File: src/core/dtc_defines.svh
// register offsets, field positions, reset values and counts of the trigger/chain/pacing core
`ifndef DTC_DEFINES_SVH
`define DTC_DEFINES_SVH
`define DTC_CH_TCOUNT 4'h0
`define DTC_CH_CTRL_TRIG 4'h4
`define DTC_CH_CTRL 4'h8
`define DTC_CH_TCOUNT_TRIG 4'hc
`define DTC_GLB_BASE 12'h400
`define DTC_INTR 12'h400
`define DTC_IRQ_LINE0_CHANNEL_MASK 12'h404
`define DTC_INTF0 12'h408
`define DTC_INTS0 12'h40c
`define DTC_IRQ_LINE1_CHANNEL_MASK 12'h410
`define DTC_INTF1 12'h414
`define DTC_INTS1 12'h418
`define DTC_TIMER0 12'h420
`define DTC_TIMER3 12'h42c
`define DTC_SNIFF 12'h430
`define DTC_EN_BIT 0
`define DTC_QUIET_BIT 1
`define DTC_SEL_LSB 2
`define DTC_SEL_MSB 7
`define DTC_CHAIN_LSB 8
`define DTC_CHAIN_MSB 11
`define DTC_BUSY_BIT 24
`define DTC_CTRL_RST 12'h0fc
`define DTC_SEL_TIMER0 6'h3b
`define DTC_SEL_NONE 6'h3f
`define DTC_NTIMER 4
`define DTC_SNIFF_EN_BIT 4
`endif

File: src/core/dtc_pkg.sv
// types shared by the trigger/chain/pacing core
`default_nettype none
package dtc_pkg;
   typedef enum logic [0:0] {
      DTC_IDLE = 1'b0,
      DTC_RUN = 1'b1
   } dtc_state_t;
endpackage
`default_nettype wire

File: src/core/dtc_dma_core.sv
// channel start, chaining, credit pacing, pacing timers and interrupt lines of a dma controller
`default_nettype none
`include "dtc_defines.svh"
module dtc_dma_core
   import dtc_pkg::*;
#(
   parameter int NCH = 12,
   parameter int NDREQ = 40,
   parameter int CREDIT_W = 6,
   parameter int INFL_W = 4
) (
   input wire logic hclk,
   input wire logic hresetn,
   input wire logic hsel,
   input wire logic [31:0] haddr,
   input wire logic [1:0] htrans,
   input wire logic hwrite,
   input wire logic [2:0] hsize,
   input wire logic [31:0] hwdata,
   input wire logic hready,
   output logic [31:0] hrdata,
   output logic hreadyout,
   output logic hresp,
   input wire logic [NDREQ-1:0] dreq,
   input wire logic [NCH-1:0] xfer_issue,
   input wire logic [NCH-1:0] xfer_done,
   input wire logic fifo_valid,
   input wire logic [3:0] fifo_chan,
   output logic [NCH-1:0] xfer_req,
   output logic [NCH-1:0] chan_busy,
   output logic irq0,
   output logic irq1,
   output logic sniff_strobe
);

   // bus slave state
   logic take;
   logic aph_wr_r;
   logic aph_rd_r;
   logic [11:0] aph_addr_r;
   logic ch_hit;
   logic [3:0] ch_sel;
   logic [3:0] ch_off;

   // per-channel state
   dtc_state_t state_r [NCH];
   dtc_state_t state_nxt [NCH];
   logic [11:0] ctrl_r [NCH];
   logic [11:0] ctrl_nxt [NCH];
   logic [31:0] reload_r [NCH];
   logic [31:0] reload_nxt [NCH];
   logic [31:0] live_r [NCH];
   logic [31:0] live_nxt [NCH];
   logic [INFL_W-1:0] infl_r [NCH];
   logic [INFL_W-1:0] infl_nxt [NCH];
   logic [CREDIT_W-1:0] credit_r [NCH];
   logic [CREDIT_W-1:0] credit_nxt [NCH];
   logic [NCH-1:0] start;
   logic [NCH-1:0] complete;
   logic [NCH-1:0] null_trig;
   logic [NCH-1:0] chain_hit;
   logic [NCH-1:0] req_nxt;

   // interrupts
   logic [NCH-1:0] raw_r;
   logic [NCH-1:0] raw_nxt;
   logic [NCH-1:0] irq_line0_channel_mask_r;
   logic [NCH-1:0] irq_line1_channel_mask_r;
   logic [NCH-1:0] intf0_r;
   logic [NCH-1:0] intf1_r;
   logic [NCH-1:0] ints0;
   logic [NCH-1:0] ints1;

   // pacing timers and checksum tap selection
   logic [31:0] tmr_r [`DTC_NTIMER];
   logic [15:0] acc_r [`DTC_NTIMER];
   logic [`DTC_NTIMER-1:0] tpulse_r;
   logic [4:0] sniff_r;
   logic [31:0] rd_mux;

   function automatic logic pace_pulse(input logic [5:0] sel,
                                       input logic [NDREQ-1:0] rq,
                                       input logic [`DTC_NTIMER-1:0] tp);
      logic hit;
      hit = 1'b0;
      if (32'(sel) < NDREQ) begin
         hit = rq[sel];
      end else if (sel >= `DTC_SEL_TIMER0 && sel < `DTC_SEL_NONE) begin
         hit = tp[2'(sel - `DTC_SEL_TIMER0)];
      end
      return hit;
   endfunction

   function automatic logic glb_wr(input logic wr, input logic [11:0] a,
                                   input logic [11:0] off);
      return wr && (a == off);
   endfunction

   assign take = hsel & hready & htrans[1];
   assign ch_sel = aph_addr_r[7:4];
   assign ch_off = aph_addr_r[3:0];
   assign ch_hit = (aph_addr_r < `DTC_GLB_BASE) && (32'(aph_addr_r[11:4]) < NCH);
   assign ints0 = (raw_r & irq_line0_channel_mask_r) | intf0_r;
   assign ints1 = (raw_r & irq_line1_channel_mask_r) | intf1_r;

   // address phase capture; reads take one wait state so hrdata comes from a flop
   always_ff @(posedge hclk or negedge hresetn) begin
      if (!hresetn) begin
         aph_wr_r <= 1'b0;
         aph_rd_r <= 1'b0;
         aph_addr_r <= 12'h000;
         hreadyout <= 1'b1;
         hresp <= 1'b0;
      end else begin
         aph_wr_r <= take & hwrite;
         aph_rd_r <= take & ~hwrite;
         if (take) begin
            aph_addr_r <= {haddr[11:2], 2'b00};
         end
         hreadyout <= ~(take & ~hwrite);
         hresp <= 1'b0;
      end
   end

   // chain triggers from channels completing this cycle
   always_comb begin
      chain_hit = '0;
      for (int j = 0; j < NCH; j++) begin
         if (complete[j] && ctrl_r[j][`DTC_CHAIN_MSB:`DTC_CHAIN_LSB] != 4'(j) &&
             32'(ctrl_r[j][`DTC_CHAIN_MSB:`DTC_CHAIN_LSB]) < NCH) begin
            chain_hit[ctrl_r[j][`DTC_CHAIN_MSB:`DTC_CHAIN_LSB]] = 1'b1;
         end
      end
   end

   // per-channel next state
   always_comb begin
      for (int i = 0; i < NCH; i++) begin
         logic sel_ch;
         logic trig_wr;
         logic paced;
         logic issue;
         sel_ch = aph_wr_r && ch_hit && (ch_sel == 4'(i));
         trig_wr = sel_ch && (ch_off == `DTC_CH_CTRL_TRIG || ch_off == `DTC_CH_TCOUNT_TRIG);
         ctrl_nxt[i] = ctrl_r[i];
         if (sel_ch && (ch_off == `DTC_CH_CTRL || ch_off == `DTC_CH_CTRL_TRIG)) begin
            ctrl_nxt[i] = hwdata[11:0];
         end
         reload_nxt[i] = reload_r[i];
         if (sel_ch && (ch_off == `DTC_CH_TCOUNT || ch_off == `DTC_CH_TCOUNT_TRIG)) begin
            reload_nxt[i] = hwdata;
         end
         complete[i] = (state_r[i] == DTC_RUN) && (live_r[i] == 32'h0000_0000) &&
                       (infl_r[i] == '0);
         null_trig[i] = trig_wr && (hwdata == 32'h0000_0000);
         start[i] = ((trig_wr && hwdata != 32'h0000_0000) || chain_hit[i]) &&
                    ctrl_nxt[i][`DTC_EN_BIT] &&
                    (state_r[i] == DTC_IDLE);
         paced = ctrl_r[i][`DTC_SEL_MSB:`DTC_SEL_LSB] != `DTC_SEL_NONE;
         issue = xfer_issue[i] && (state_r[i] == DTC_RUN) && (live_r[i] != 32'h0000_0000);
         state_nxt[i] = state_r[i];
         live_nxt[i] = live_r[i];
         infl_nxt[i] = infl_r[i];
         if (start[i]) begin
            state_nxt[i] = DTC_RUN;
            live_nxt[i] = reload_nxt[i];
         end else if (complete[i]) begin
            state_nxt[i] = DTC_IDLE;
         end else if (issue) begin
            live_nxt[i] = live_r[i] - 32'h0000_0001;
         end
         if (issue && !xfer_done[i]) begin
            infl_nxt[i] = infl_r[i] + 1'b1;
         end else if (!issue && xfer_done[i] && infl_r[i] != '0) begin
            infl_nxt[i] = infl_r[i] - 1'b1;
         end
         credit_nxt[i] = credit_r[i];
         if (pace_pulse(ctrl_r[i][`DTC_SEL_MSB:`DTC_SEL_LSB], dreq, tpulse_r) &&
             !(issue && paced)) begin
            if (credit_r[i] != '1) begin
               credit_nxt[i] = credit_r[i] + 1'b1;
            end
         end else if (!pace_pulse(ctrl_r[i][`DTC_SEL_MSB:`DTC_SEL_LSB], dreq, tpulse_r) &&
                      issue && paced && credit_r[i] != '0) begin
            credit_nxt[i] = credit_r[i] - 1'b1;
         end
         // request is built from next values so a grant never outruns the credit
         req_nxt[i] = (state_nxt[i] == DTC_RUN) && ctrl_nxt[i][`DTC_EN_BIT] &&
                      (live_nxt[i] != 32'h0000_0000) &&
                      (!paced || credit_nxt[i] != '0);
      end
   end

   // channel registers and counters
   always_ff @(posedge hclk or negedge hresetn) begin
      if (!hresetn) begin
         for (int i = 0; i < NCH; i++) begin
            state_r[i] <= DTC_IDLE;
            ctrl_r[i] <= `DTC_CTRL_RST | (12'(i) << `DTC_CHAIN_LSB);
            reload_r[i] <= 32'h0000_0000;
            live_r[i] <= 32'h0000_0000;
            infl_r[i] <= '0;
            credit_r[i] <= '0;
         end
         xfer_req <= '0;
         chan_busy <= '0;
      end else begin
         for (int i = 0; i < NCH; i++) begin
            state_r[i] <= state_nxt[i];
            ctrl_r[i] <= ctrl_nxt[i];
            reload_r[i] <= reload_nxt[i];
            live_r[i] <= live_nxt[i];
            infl_r[i] <= infl_nxt[i];
            credit_r[i] <= credit_nxt[i];
            chan_busy[i] <= state_nxt[i] == DTC_RUN;
         end
         xfer_req <= req_nxt;
      end
   end

   // pending interrupts: a set in the same cycle as its clear wins
   always_comb begin
      logic [NCH-1:0] clr;
      logic [NCH-1:0] set;
      clr = '0;
      set = '0;
      if (glb_wr(aph_wr_r, aph_addr_r, `DTC_INTS0) || glb_wr(aph_wr_r, aph_addr_r, `DTC_INTS1)) begin
         clr = hwdata[NCH-1:0];
      end
      for (int i = 0; i < NCH; i++) begin
         set[i] = (complete[i] && !ctrl_r[i][`DTC_QUIET_BIT]) ||
                  (null_trig[i] && ctrl_r[i][`DTC_QUIET_BIT]);
      end
      raw_nxt = (raw_r & ~clr) | set;
   end

   always_ff @(posedge hclk or negedge hresetn) begin
      if (!hresetn) begin
         raw_r <= '0;
         irq_line0_channel_mask_r <= '0;
         irq_line1_channel_mask_r <= '0;
         intf0_r <= '0;
         intf1_r <= '0;
         irq0 <= 1'b0;
         irq1 <= 1'b0;
      end else begin
         raw_r <= raw_nxt;
         if (glb_wr(aph_wr_r, aph_addr_r, `DTC_IRQ_LINE0_CHANNEL_MASK)) begin
            irq_line0_channel_mask_r <= hwdata[NCH-1:0];
         end
         if (glb_wr(aph_wr_r, aph_addr_r, `DTC_IRQ_LINE1_CHANNEL_MASK)) begin
            irq_line1_channel_mask_r <= hwdata[NCH-1:0];
         end
         if (glb_wr(aph_wr_r, aph_addr_r, `DTC_INTF0)) begin
            intf0_r <= hwdata[NCH-1:0];
         end
         if (glb_wr(aph_wr_r, aph_addr_r, `DTC_INTF1)) begin
            intf1_r <= hwdata[NCH-1:0];
         end
         irq0 <= |ints0;
         irq1 <= |ints1;
      end
   end

   // fractional pacing timers: word holds x in the upper half, y in the lower
   always_ff @(posedge hclk or negedge hresetn) begin
      if (!hresetn) begin
         for (int t = 0; t < `DTC_NTIMER; t++) begin
            tmr_r[t] <= 32'h0000_0000;
            acc_r[t] <= 16'h0000;
         end
         tpulse_r <= '0;
      end else begin
         for (int t = 0; t < `DTC_NTIMER; t++) begin
            logic [15:0] x;
            logic [16:0] sum;
            x = (tmr_r[t][31:16] > tmr_r[t][15:0]) ? tmr_r[t][15:0] : tmr_r[t][31:16];
            sum = {1'b0, acc_r[t]} + {1'b0, x};
            if (glb_wr(aph_wr_r, aph_addr_r, `DTC_TIMER0 + 12'(t * 4))) begin
               tmr_r[t] <= hwdata;
               acc_r[t] <= 16'h0000;
               tpulse_r[t] <= 1'b0;
            end else if (x == 16'h0000) begin
               acc_r[t] <= 16'h0000;
               tpulse_r[t] <= 1'b0;
            end else if (sum >= {1'b0, tmr_r[t][15:0]}) begin
               acc_r[t] <= 16'(sum - {1'b0, tmr_r[t][15:0]});
               tpulse_r[t] <= 1'b1;
            end else begin
               acc_r[t] <= sum[15:0];
               tpulse_r[t] <= 1'b0;
            end
         end
      end
   end

   // checksum tap: a strobe for the selected channel's words, data never routed here
   always_ff @(posedge hclk or negedge hresetn) begin
      if (!hresetn) begin
         sniff_r <= 5'h00;
         sniff_strobe <= 1'b0;
      end else begin
         if (glb_wr(aph_wr_r, aph_addr_r, `DTC_SNIFF)) begin
            sniff_r <= hwdata[4:0];
         end
         sniff_strobe <= fifo_valid && sniff_r[`DTC_SNIFF_EN_BIT] &&
                         (fifo_chan == sniff_r[3:0]);
      end
   end

   // read mux, sampled in the read wait state
   always_comb begin
      rd_mux = 32'h0000_0000;
      if (ch_hit) begin
         if (ch_off == `DTC_CH_TCOUNT || ch_off == `DTC_CH_TCOUNT_TRIG) begin
            rd_mux = live_r[ch_sel];
         end else begin
            rd_mux[11:0] = ctrl_r[ch_sel];
            rd_mux[`DTC_BUSY_BIT] = state_r[ch_sel] == DTC_RUN;
         end
      end else begin
         unique case (aph_addr_r)
            `DTC_INTR: rd_mux[NCH-1:0] = raw_r;
            `DTC_IRQ_LINE0_CHANNEL_MASK: rd_mux[NCH-1:0] = irq_line0_channel_mask_r;
            `DTC_INTF0: rd_mux[NCH-1:0] = intf0_r;
            `DTC_INTS0: rd_mux[NCH-1:0] = ints0;
            `DTC_IRQ_LINE1_CHANNEL_MASK: rd_mux[NCH-1:0] = irq_line1_channel_mask_r;
            `DTC_INTF1: rd_mux[NCH-1:0] = intf1_r;
            `DTC_INTS1: rd_mux[NCH-1:0] = ints1;
            `DTC_SNIFF: rd_mux[4:0] = sniff_r;
            default: begin
               if (aph_addr_r >= `DTC_TIMER0 && aph_addr_r <= `DTC_TIMER3) begin
                  rd_mux = tmr_r[aph_addr_r[3:2]];
               end
            end
         endcase
      end
   end

   always_ff @(posedge hclk or negedge hresetn) begin
      if (!hresetn) begin
         hrdata <= 32'h0000_0000;
      end else if (aph_rd_r) begin
         hrdata <= rd_mux;
      end
   end

endmodule
`default_nettype wire

File: config.mk
export PLATFORM = sky130hd
export DESIGN_NAME = dtc_dma_core
export DESIGN_NICKNAME = d
export VERILOG_FILES = /design/src/core/dtc_pkg.sv /design/src/core/dtc_dma_core.sv
export VERILOG_INCLUDE_DIRS = /design/src /design/src/core
export SDC_FILE = /design/constraint.sdc
export NUM_CORES = 2
export LEC_CHECK = 0
export CORE_UTILIZATION = 34
export DETAILED_ROUTE_END_ITERATION = 16
export DONT_BUFFER_PORTS = 1
export GPL_TIMING_DRIVEN = 0
export MAX_ROUTING_LAYER = met4
export PLACE_DENSITY_LB_ADDON = 0.3
export RECOVER_POWER = 100
export SLEW_MARGIN = 0
export SYNTH_ARGS = -nofsm -noshare
export SYNTH_HDL_FRONTEND = slang
export SYNTH_SLANG_ARGS = --single-unit
File: constraint.sdc
create_clock -name hclk -period 6.8 [get_ports hclk]
set_input_delay 1.36 -clock hclk [delete_from_list [all_inputs] [get_ports hclk]]
set_output_delay 1.36 -clock hclk [all_outputs]
set_load 0.02 [all_outputs]
Word level (Yosys, flattened, before mapping)
Index checks and enable logic that the tools add are counted.

word-level totals
  register bits after elaboration = 1,377
  bits of input ports = 143

operators by class
  reduce and logical (&&, ||, !) cells = 584
  muxes and demuxes = 314
  $add $sub $neg = 80
  bitwise operators = 38
  equality and inequality tests = 62
  $lt $le $gt $ge = 110

operators with widths
  kind                                                                           number
  32-bit two-way mux                                                             54
  32-bit nonzero test                                                            25
  32-bit logical NOT                                                             13
  32-bit by 1-bit subtractor with 32-bit output (second input constant)          12
  1-bit logical AND                                                              364
  16-bit two-way mux                                                             16
  6-bit two-way mux                                                              36
  12-bit two-way mux                                                             17
  12-bit bitwise OR                                                              14
  6-bit less-than comparator (second input constant)                             24
  6-bit != test (second input constant)                                          24
  6-bit nonzero test                                                             24
  32-bit binary-select mux with 4-bit select                                     1
  1-bit two-way mux                                                              123
  10-bit by 9-bit equality test with 1-bit output (second input constant)        12
  4-bit two-way mux                                                              24
  6-bit by 7-bit less-than comparator with 1-bit output (second input constant)  12
  6-bit by 1-bit adder with 6-bit output (second input constant)                 12
  1-bit binary-select mux with 6-bit select                                      12
  6-bit greater-or-equal comparator (second input constant)                      12
  1-bit logical NOT                                                              72
  6-bit by 1-bit subtractor with 6-bit output (second input constant)            12
  16-bit by 16-bit adder with 17-bit output                                      4
  17-bit by 16-bit greater-or-equal comparator with 1-bit output                 4
  other kinds (48)                                                               265

Logic depth before layout (Yosys ltp)
  word-level depth = 35
  mapped depth = 35

Worst setup path before layout
OpenSTA, ideal clock, no wires.

  path kind = register to register
  start point = reg tmr_r[97] in the netlist's numbering
  end point = reg acc_r[58] in the netlist's numbering
  required time = 6.668 ns
  stages on the path, launching flop included = 33
  arrival time = 6.623 ns
  path slack = 0.045 ns
  path through = dfrtp_1 inv_1 ha_1 nor2b_1 o21ai_0 nand2b_1 a21oi_1 o21ai_0 a31oi_1 a21oi_1 clkbuf_1 nand2_1 o21ai_0 ha_1 inv_1 fa_1 nor2b_1 o21ai_0 a21boi_0 o21ai_0 a2111oi_0 o21ai_0 nor2b_1 a21oi_1 xnor2_1 ha_1 nand4_1 o41ai_1 a221o_1 clkbuf_1 buf_1 mux2i_1 nor2_1

between the ends
  cells in the longest elaborated chain, start to end = 7
  elaborated cells between the ends (all ways) = 9
  classes of those cells = add/sub (2); order compare (2); mux (4); reduce/logical (1)

RTL lines
  item                                                                                                 line                                      source
  from (decl)                                                                                          dtc_dma_core.sv:75                        logic [31:0] tmr_r [`DTC_NTIMER];
  from (signal, indexed assignment)                                                                    dtc_dma_core.sv:280                       tmr_r[t] <= hwdata;
  16-bit > comparator                                                                                  dtc_dma_core.sv:277                       x = (tmr_r[t][31:16] > tmr_r[t][15:0]) ? tmr_r[t][15:0] : tmr_r[t][31:16];
  16-bit two-way mux                                                                                   dtc_dma_core.sv:277
  16-bit by 16-bit adder with 17-bit output                                                            dtc_dma_core.sv:278                       sum = {1'b0, acc_r[t]} + {1'b0, x};
  16-bit subtractor or 17-bit by 16-bit greater-or-equal comparator with 1-bit output (tied branches)  dtc_dma_core.sv:287, dtc_dma_core.sv:286
  16-bit two-way mux                                                                                   dtc_dma_core.sv:286                       end else if (sum >= {1'b0, tmr_r[t][15:0]}) begin
  16-bit two-way mux (*)                                                                               dtc_dma_core.sv:283                       end else if (x == 16'h0000) begin
  16-bit two-way mux (*)                                                                               dtc_dma_core.sv:279                       if (glb_wr(aph_wr_r, aph_addr_r, `DTC_TIMER0 + 12'(t * 4))) begin
  to (signal, indexed assignment)                                                                      dtc_dma_core.sv:287                       acc_r[t] <= 16'(sum - {1'b0, tmr_r[t][15:0]});
  to (signal, indexed assignment)                                                                      dtc_dma_core.sv:290                       acc_r[t] <= sum[15:0];
  to (decl)                                                                                            dtc_dma_core.sv:76                        logic [15:0] acc_r [`DTC_NTIMER];

Mark *: on every way between the ends. The rest lies on a longest branch, timed or not.
A chain may end at the register's enable or synchronous reset.

Worst setup path in the final report
  start point = reg aph_addr_r[9]
  end point = reg xfer_req[8]

between the ends
  cells in the longest elaborated chain, start to end = 13
  elaborated cells between the ends (all ways) = 20
  classes of those cells = order compare (2); mux (4); reduce/logical (14)

RTL lines
  item                                                                                                                                               line                                      source
  from (decl)                                                                                                                                        dtc_dma_core.sv:40                        logic [11:0] aph_addr_r;
  from (signal assigned)                                                                                                                             dtc_dma_core.sv:118                       aph_addr_r <= {haddr[11:2], 2'b00};
  12-bit by 11-bit less-than comparator with 1-bit output (no source line) or 8-bit by 4-bit less-than comparator with 1-bit output (tied branches)  -
  1-bit logical AND (*)                                                                                                                              dtc_dma_core.sv:102                       assign ch_hit = (aph_addr_r < `DTC_GLB_BASE) && (32'(aph_addr_r[11:4]) < NCH);
  1-bit logical AND (*) (2 in a row)                                                                                                                 dtc_dma_core.sv:143                       sel_ch = aph_wr_r && ch_hit && (ch_sel == 4'(i));
  1-bit logical AND                                                                                                                                  dtc_dma_core.sv:144                       trig_wr = sel_ch && (ch_off == `DTC_CH_CTRL_TRIG || ch_off == `DTC_CH_TCOUNT_TRIG);
  1-bit logical AND                                                                                                                                  dtc_dma_core.sv:156                       start[i] = ((trig_wr && hwdata != 32'h0000_0000) || chain_hit[i]) &&
  1-bit logical OR                                                                                                                                   dtc_dma_core.sv:156
  1-bit logical AND (2 in a row)                                                                                                                     dtc_dma_core.sv:156
  32-bit two-way mux or 1-bit two-way mux (tied branches)                                                                                            dtc_dma_core.sv:164                       if (start[i]) begin
  32-bit nonzero test or 1-bit logical AND (tied branches)                                                                                           dtc_dma_core.sv:189, dtc_dma_core.sv:188
  1-bit logical AND (*) (2 in a row)                                                                                                                 dtc_dma_core.sv:188                       req_nxt[i] = (state_nxt[i] == DTC_RUN) && ctrl_nxt[i][`DTC_EN_BIT] &&
  via req_nxt[8]                                                                                                                                     dtc_dma_core.sv:62                        logic [NCH-1:0] req_nxt;
  to (signal assigned)                                                                                                                               dtc_dma_core.sv:217                       xfer_req <= req_nxt;
  to (decl)                                                                                                                                          dtc_dma_core.sv:29                        output logic [NCH-1:0] xfer_req,

The timed path passes the listed nets; every way through them passes the cells marked *.

==> flow_summary.ini <==
[sta]
slew_violations = 701
fin_skew_ns = 0.0953
min_period_over_period = 1.04
slew_headroom = -2.02
hold_viol = 0
worst_pin_slew_ns = 4.53
setup_viol = 3
finalCriticalPeriod_ns = 7.08
max_freq_mhz = 141
tns_ns = -0.540
setup_ws_ns = -0.283

[job]
drv_cap = 24

[global_route]
met2_usage = 0.443
grt_pass1_wl_um = 562000
grt.total_usage = 0.307
grt_start_max_net_pins = 216
grt.overflow.total = 0
antenna_found_initial = 48
grt_pass1_vias = 74696
grtUsageMet3 = 0.0777
grt_use_met1 = 0.394
busiest_layer = met2

[synth]
ys_types = 109
synthTopCellsByArea = dfrtp_1 36%, mux4_2 7.6%, mux2_2 5.7%
syn-num-nets = 9451
synthArstFlopShare = 1.00
ys_seq_area_frac = 0.388
synth_flop_cell = dfrtp_1
synth_area_leader_cell = dfrtp_1
synth_enable_flop_cells = 0
yosysTopAreaCellShare = 0.361
synth_cells = 9005
synth.avg_cell_area_um2 = 9.80
synth_seq_cells = 1365
syn_area_um2 = 88200
ys_warn_count = 0

[setup_path]
path_class = reg -> reg
slowest_delay_ns = 0.97
crit_buf_inv = 1
cpLargestDelayFamily = simple AND/OR/NAND/NOR gates
reg2reg_to = xfer_req[8]
crit_path_start_kind = flop
cp-end-kind = flop
slowest_stage = nor4_1
r2r_start = aph_addr_r[9]
path_max_fanout = 10
r2r_cells = 12
arrival_ns = 7.77
critPathRequiredTime_ns = 7.49
crit_chain = nor4_1 > nand3_1 > nor3_1 > nand2_1 > mux2i_1 > or2_2 > a31oi_4 > buf_4 > mux2i_1 > nor4_1 > and4b_1 > a2111oi_2
rrSetupSlack_ns = -0.28

[layout]
nNetsFinal = 9669
final_area_um2 = 99300
final_common_cell = dfrtp_1
stdcell_count = 12791
layout_common_cells = 1265 x dfrtp_1, 809 x nor2_1, 673 x nand2_1
nFillCells = 25464
area_delta_synth_final_pct = 12.6
drive_gt1_frac = 0.142
utilization = 0.386

[detailed_routing]
wl_per_cell_um = 31.3
wirelength_um = 401000
drt_iter0_markers = 10322
via_count = 78032
first_pass_iters = 9
drc = 0
avgViaCountPerCell = 6.10
ant_nets = 0

[clock_tree]
cts_buffer_depth = 3
htree_levels = 4
clk_pin_slew_ns = 0.06
cts_hold_buf = 0
insertion_delay_ns = 0.90
cts_buffers = 165
cts_root_buf = clkbuf_16
tritoncts = done
clkSinkCount = 1365

[die]
die_w_um = 511
initial_core_util = 0.343
dieArea_um2 = 262000
io_pins = 204
core_area_um2 = 257000
fp-row-count = 186
fp.dieH_um = 511

[power]
p_leak_nw = 44.5
ir_drop_uv = 280
finalPower_w = 0.0317
pwr_density_cell_nw_per_um2 = 319

[placement]
portBuffers = 0
place_area_um2 = 93100
dp_cells = 12415
place.gp.congestion = 1.03
hpwlAfterDp_um = 307000

[run_status]
violations = capacitance limit, slew limit, setup timing
status = complete, but fails checks

[hold_path]
hp-class = in -> async
worst register-to-register path, stage by stage (launching register included):
cell and delay (ns):
dfrtp_1 0.51, nor4_1 0.97, nand3_1 0.87, nor3_1 0.88, nand2_1 0.42, mux2i_1 0.27
or2_2 0.43, a31oi_4 0.51, buf_4 0.40, mux2i_1 0.38, nor4_1 0.08, and4b_1 0.39
a2111oi_2 0.79
synth_stat cells (160+ instances only):
library cell,number
nor2_1,811
clkbuf_1,409
nand3_1,196
nand4_1,160
a21oi_1,475
nor4_1,223
inv_1,522
ha_1,283
nor3_1,283
mux4_2,299
xnor2_1,279
mux2_2,443
mux2i_1,486
dfrtp_1,1272
nand2_1,677
o21ai_0,378
xor2_1,205
state kept, by name (all words and copies together), names as in the netlist, 4 cells and up:
signal,cells
intf0_r,12
irq_line1_channel_mask_r,12
credit_r,72
ctrl_r,144
reload_r,384
hrdata,32
chan_busy,12
infl_r,48
aph_addr_r,10
sniff_r,5
tpulse_r,4
acc_r,64
irq_line0_channel_mask_r,12
xfer_req,12
raw_r,12
intf1_r,12
live_r,384
tmr_r,128
repair_timing:
action                                  4_1_cts  5_1_grt
endpoints found under the setup margin      154      102
endpoints found under the hold margin         0        0
gates resized for setup                      67       70
setup buffers                                 9       17
pin swaps                                     9       16
final cells by class:
class                   count  area (um2)  share of cell area
multi-input cells        6568       50100               0.505
repair buffers             54         633             0.00637
inverters                 523        1960              0.0198
flip-flops and latches   1365       34300               0.345
clock buffers             234        4730              0.0476
diodes                     39        97.6            0.000983
plain buffers             546        2240              0.0226
well taps                3384        4230              0.0426
clock inverters            78         998              0.0101
per-layer routing:
layer  wire (um)  up-vias  part of all wire
met2      171000     4282              0.43
met4       25800        0             0.064
met3       41400      872              0.10
li1            -    33259                 -
met1      162000    39619              0.40
met5           0        -                 0
logic make-up after synthesis:
| kind of cell | after synthesis | share of synthesized area |
|---|---|---|
| adders and majority gates | 304 | 0.0448 |
| buffers and inverters | 1072 | 0.0467 |
| xor gates and xnor gates | 484 | 0.0480 |
| other | 1 | 0.0000425 |
| and+or+nand+nor | 3022 | 0.173 |
| DFF | 1365 | 0.388 |
| AOI/OAI and AO/OA | 1527 | 0.111 |
| muxes | 1230 | 0.188 |
how the worst max path moves through the flow:
stage	startpoint	to	cells past startpoint
floorplan	tmr_r[97]	acc_r[58]	32
global placement	tmr_r[97]	tpulse_r[0]	31
detailed placement	tmr_r[97]	tpulse_r[0]	31
CTS	aph_addr_r[2]	xfer_req[7]	15
global route	tmr_r[1]	acc_r[3]	33
finish	aph_addr_r[9]	xfer_req[8]	12
power breakdown:
part | switching, W | internal [W]
combinational | 0.00642 | 0.00411
sequential | 0.00223 | 0.00950
clock | 0.00412 | 0.00532
through the flow:
| stage | hold slack [ns] | worst slack (ns) |
|---|---|---|
| CTS | 0.129 | -0.00252 |
| global placement | 0.464 | -1.89 |
| detailed placement | 0.465 | -2.02 |
| floorplan | 0.441 | 0.0450 |
| finish | 0.216 | -0.283 |
| global route | 0.167 | -0.0204 |
Note: power is estimated with default switching activity, not from simulation.
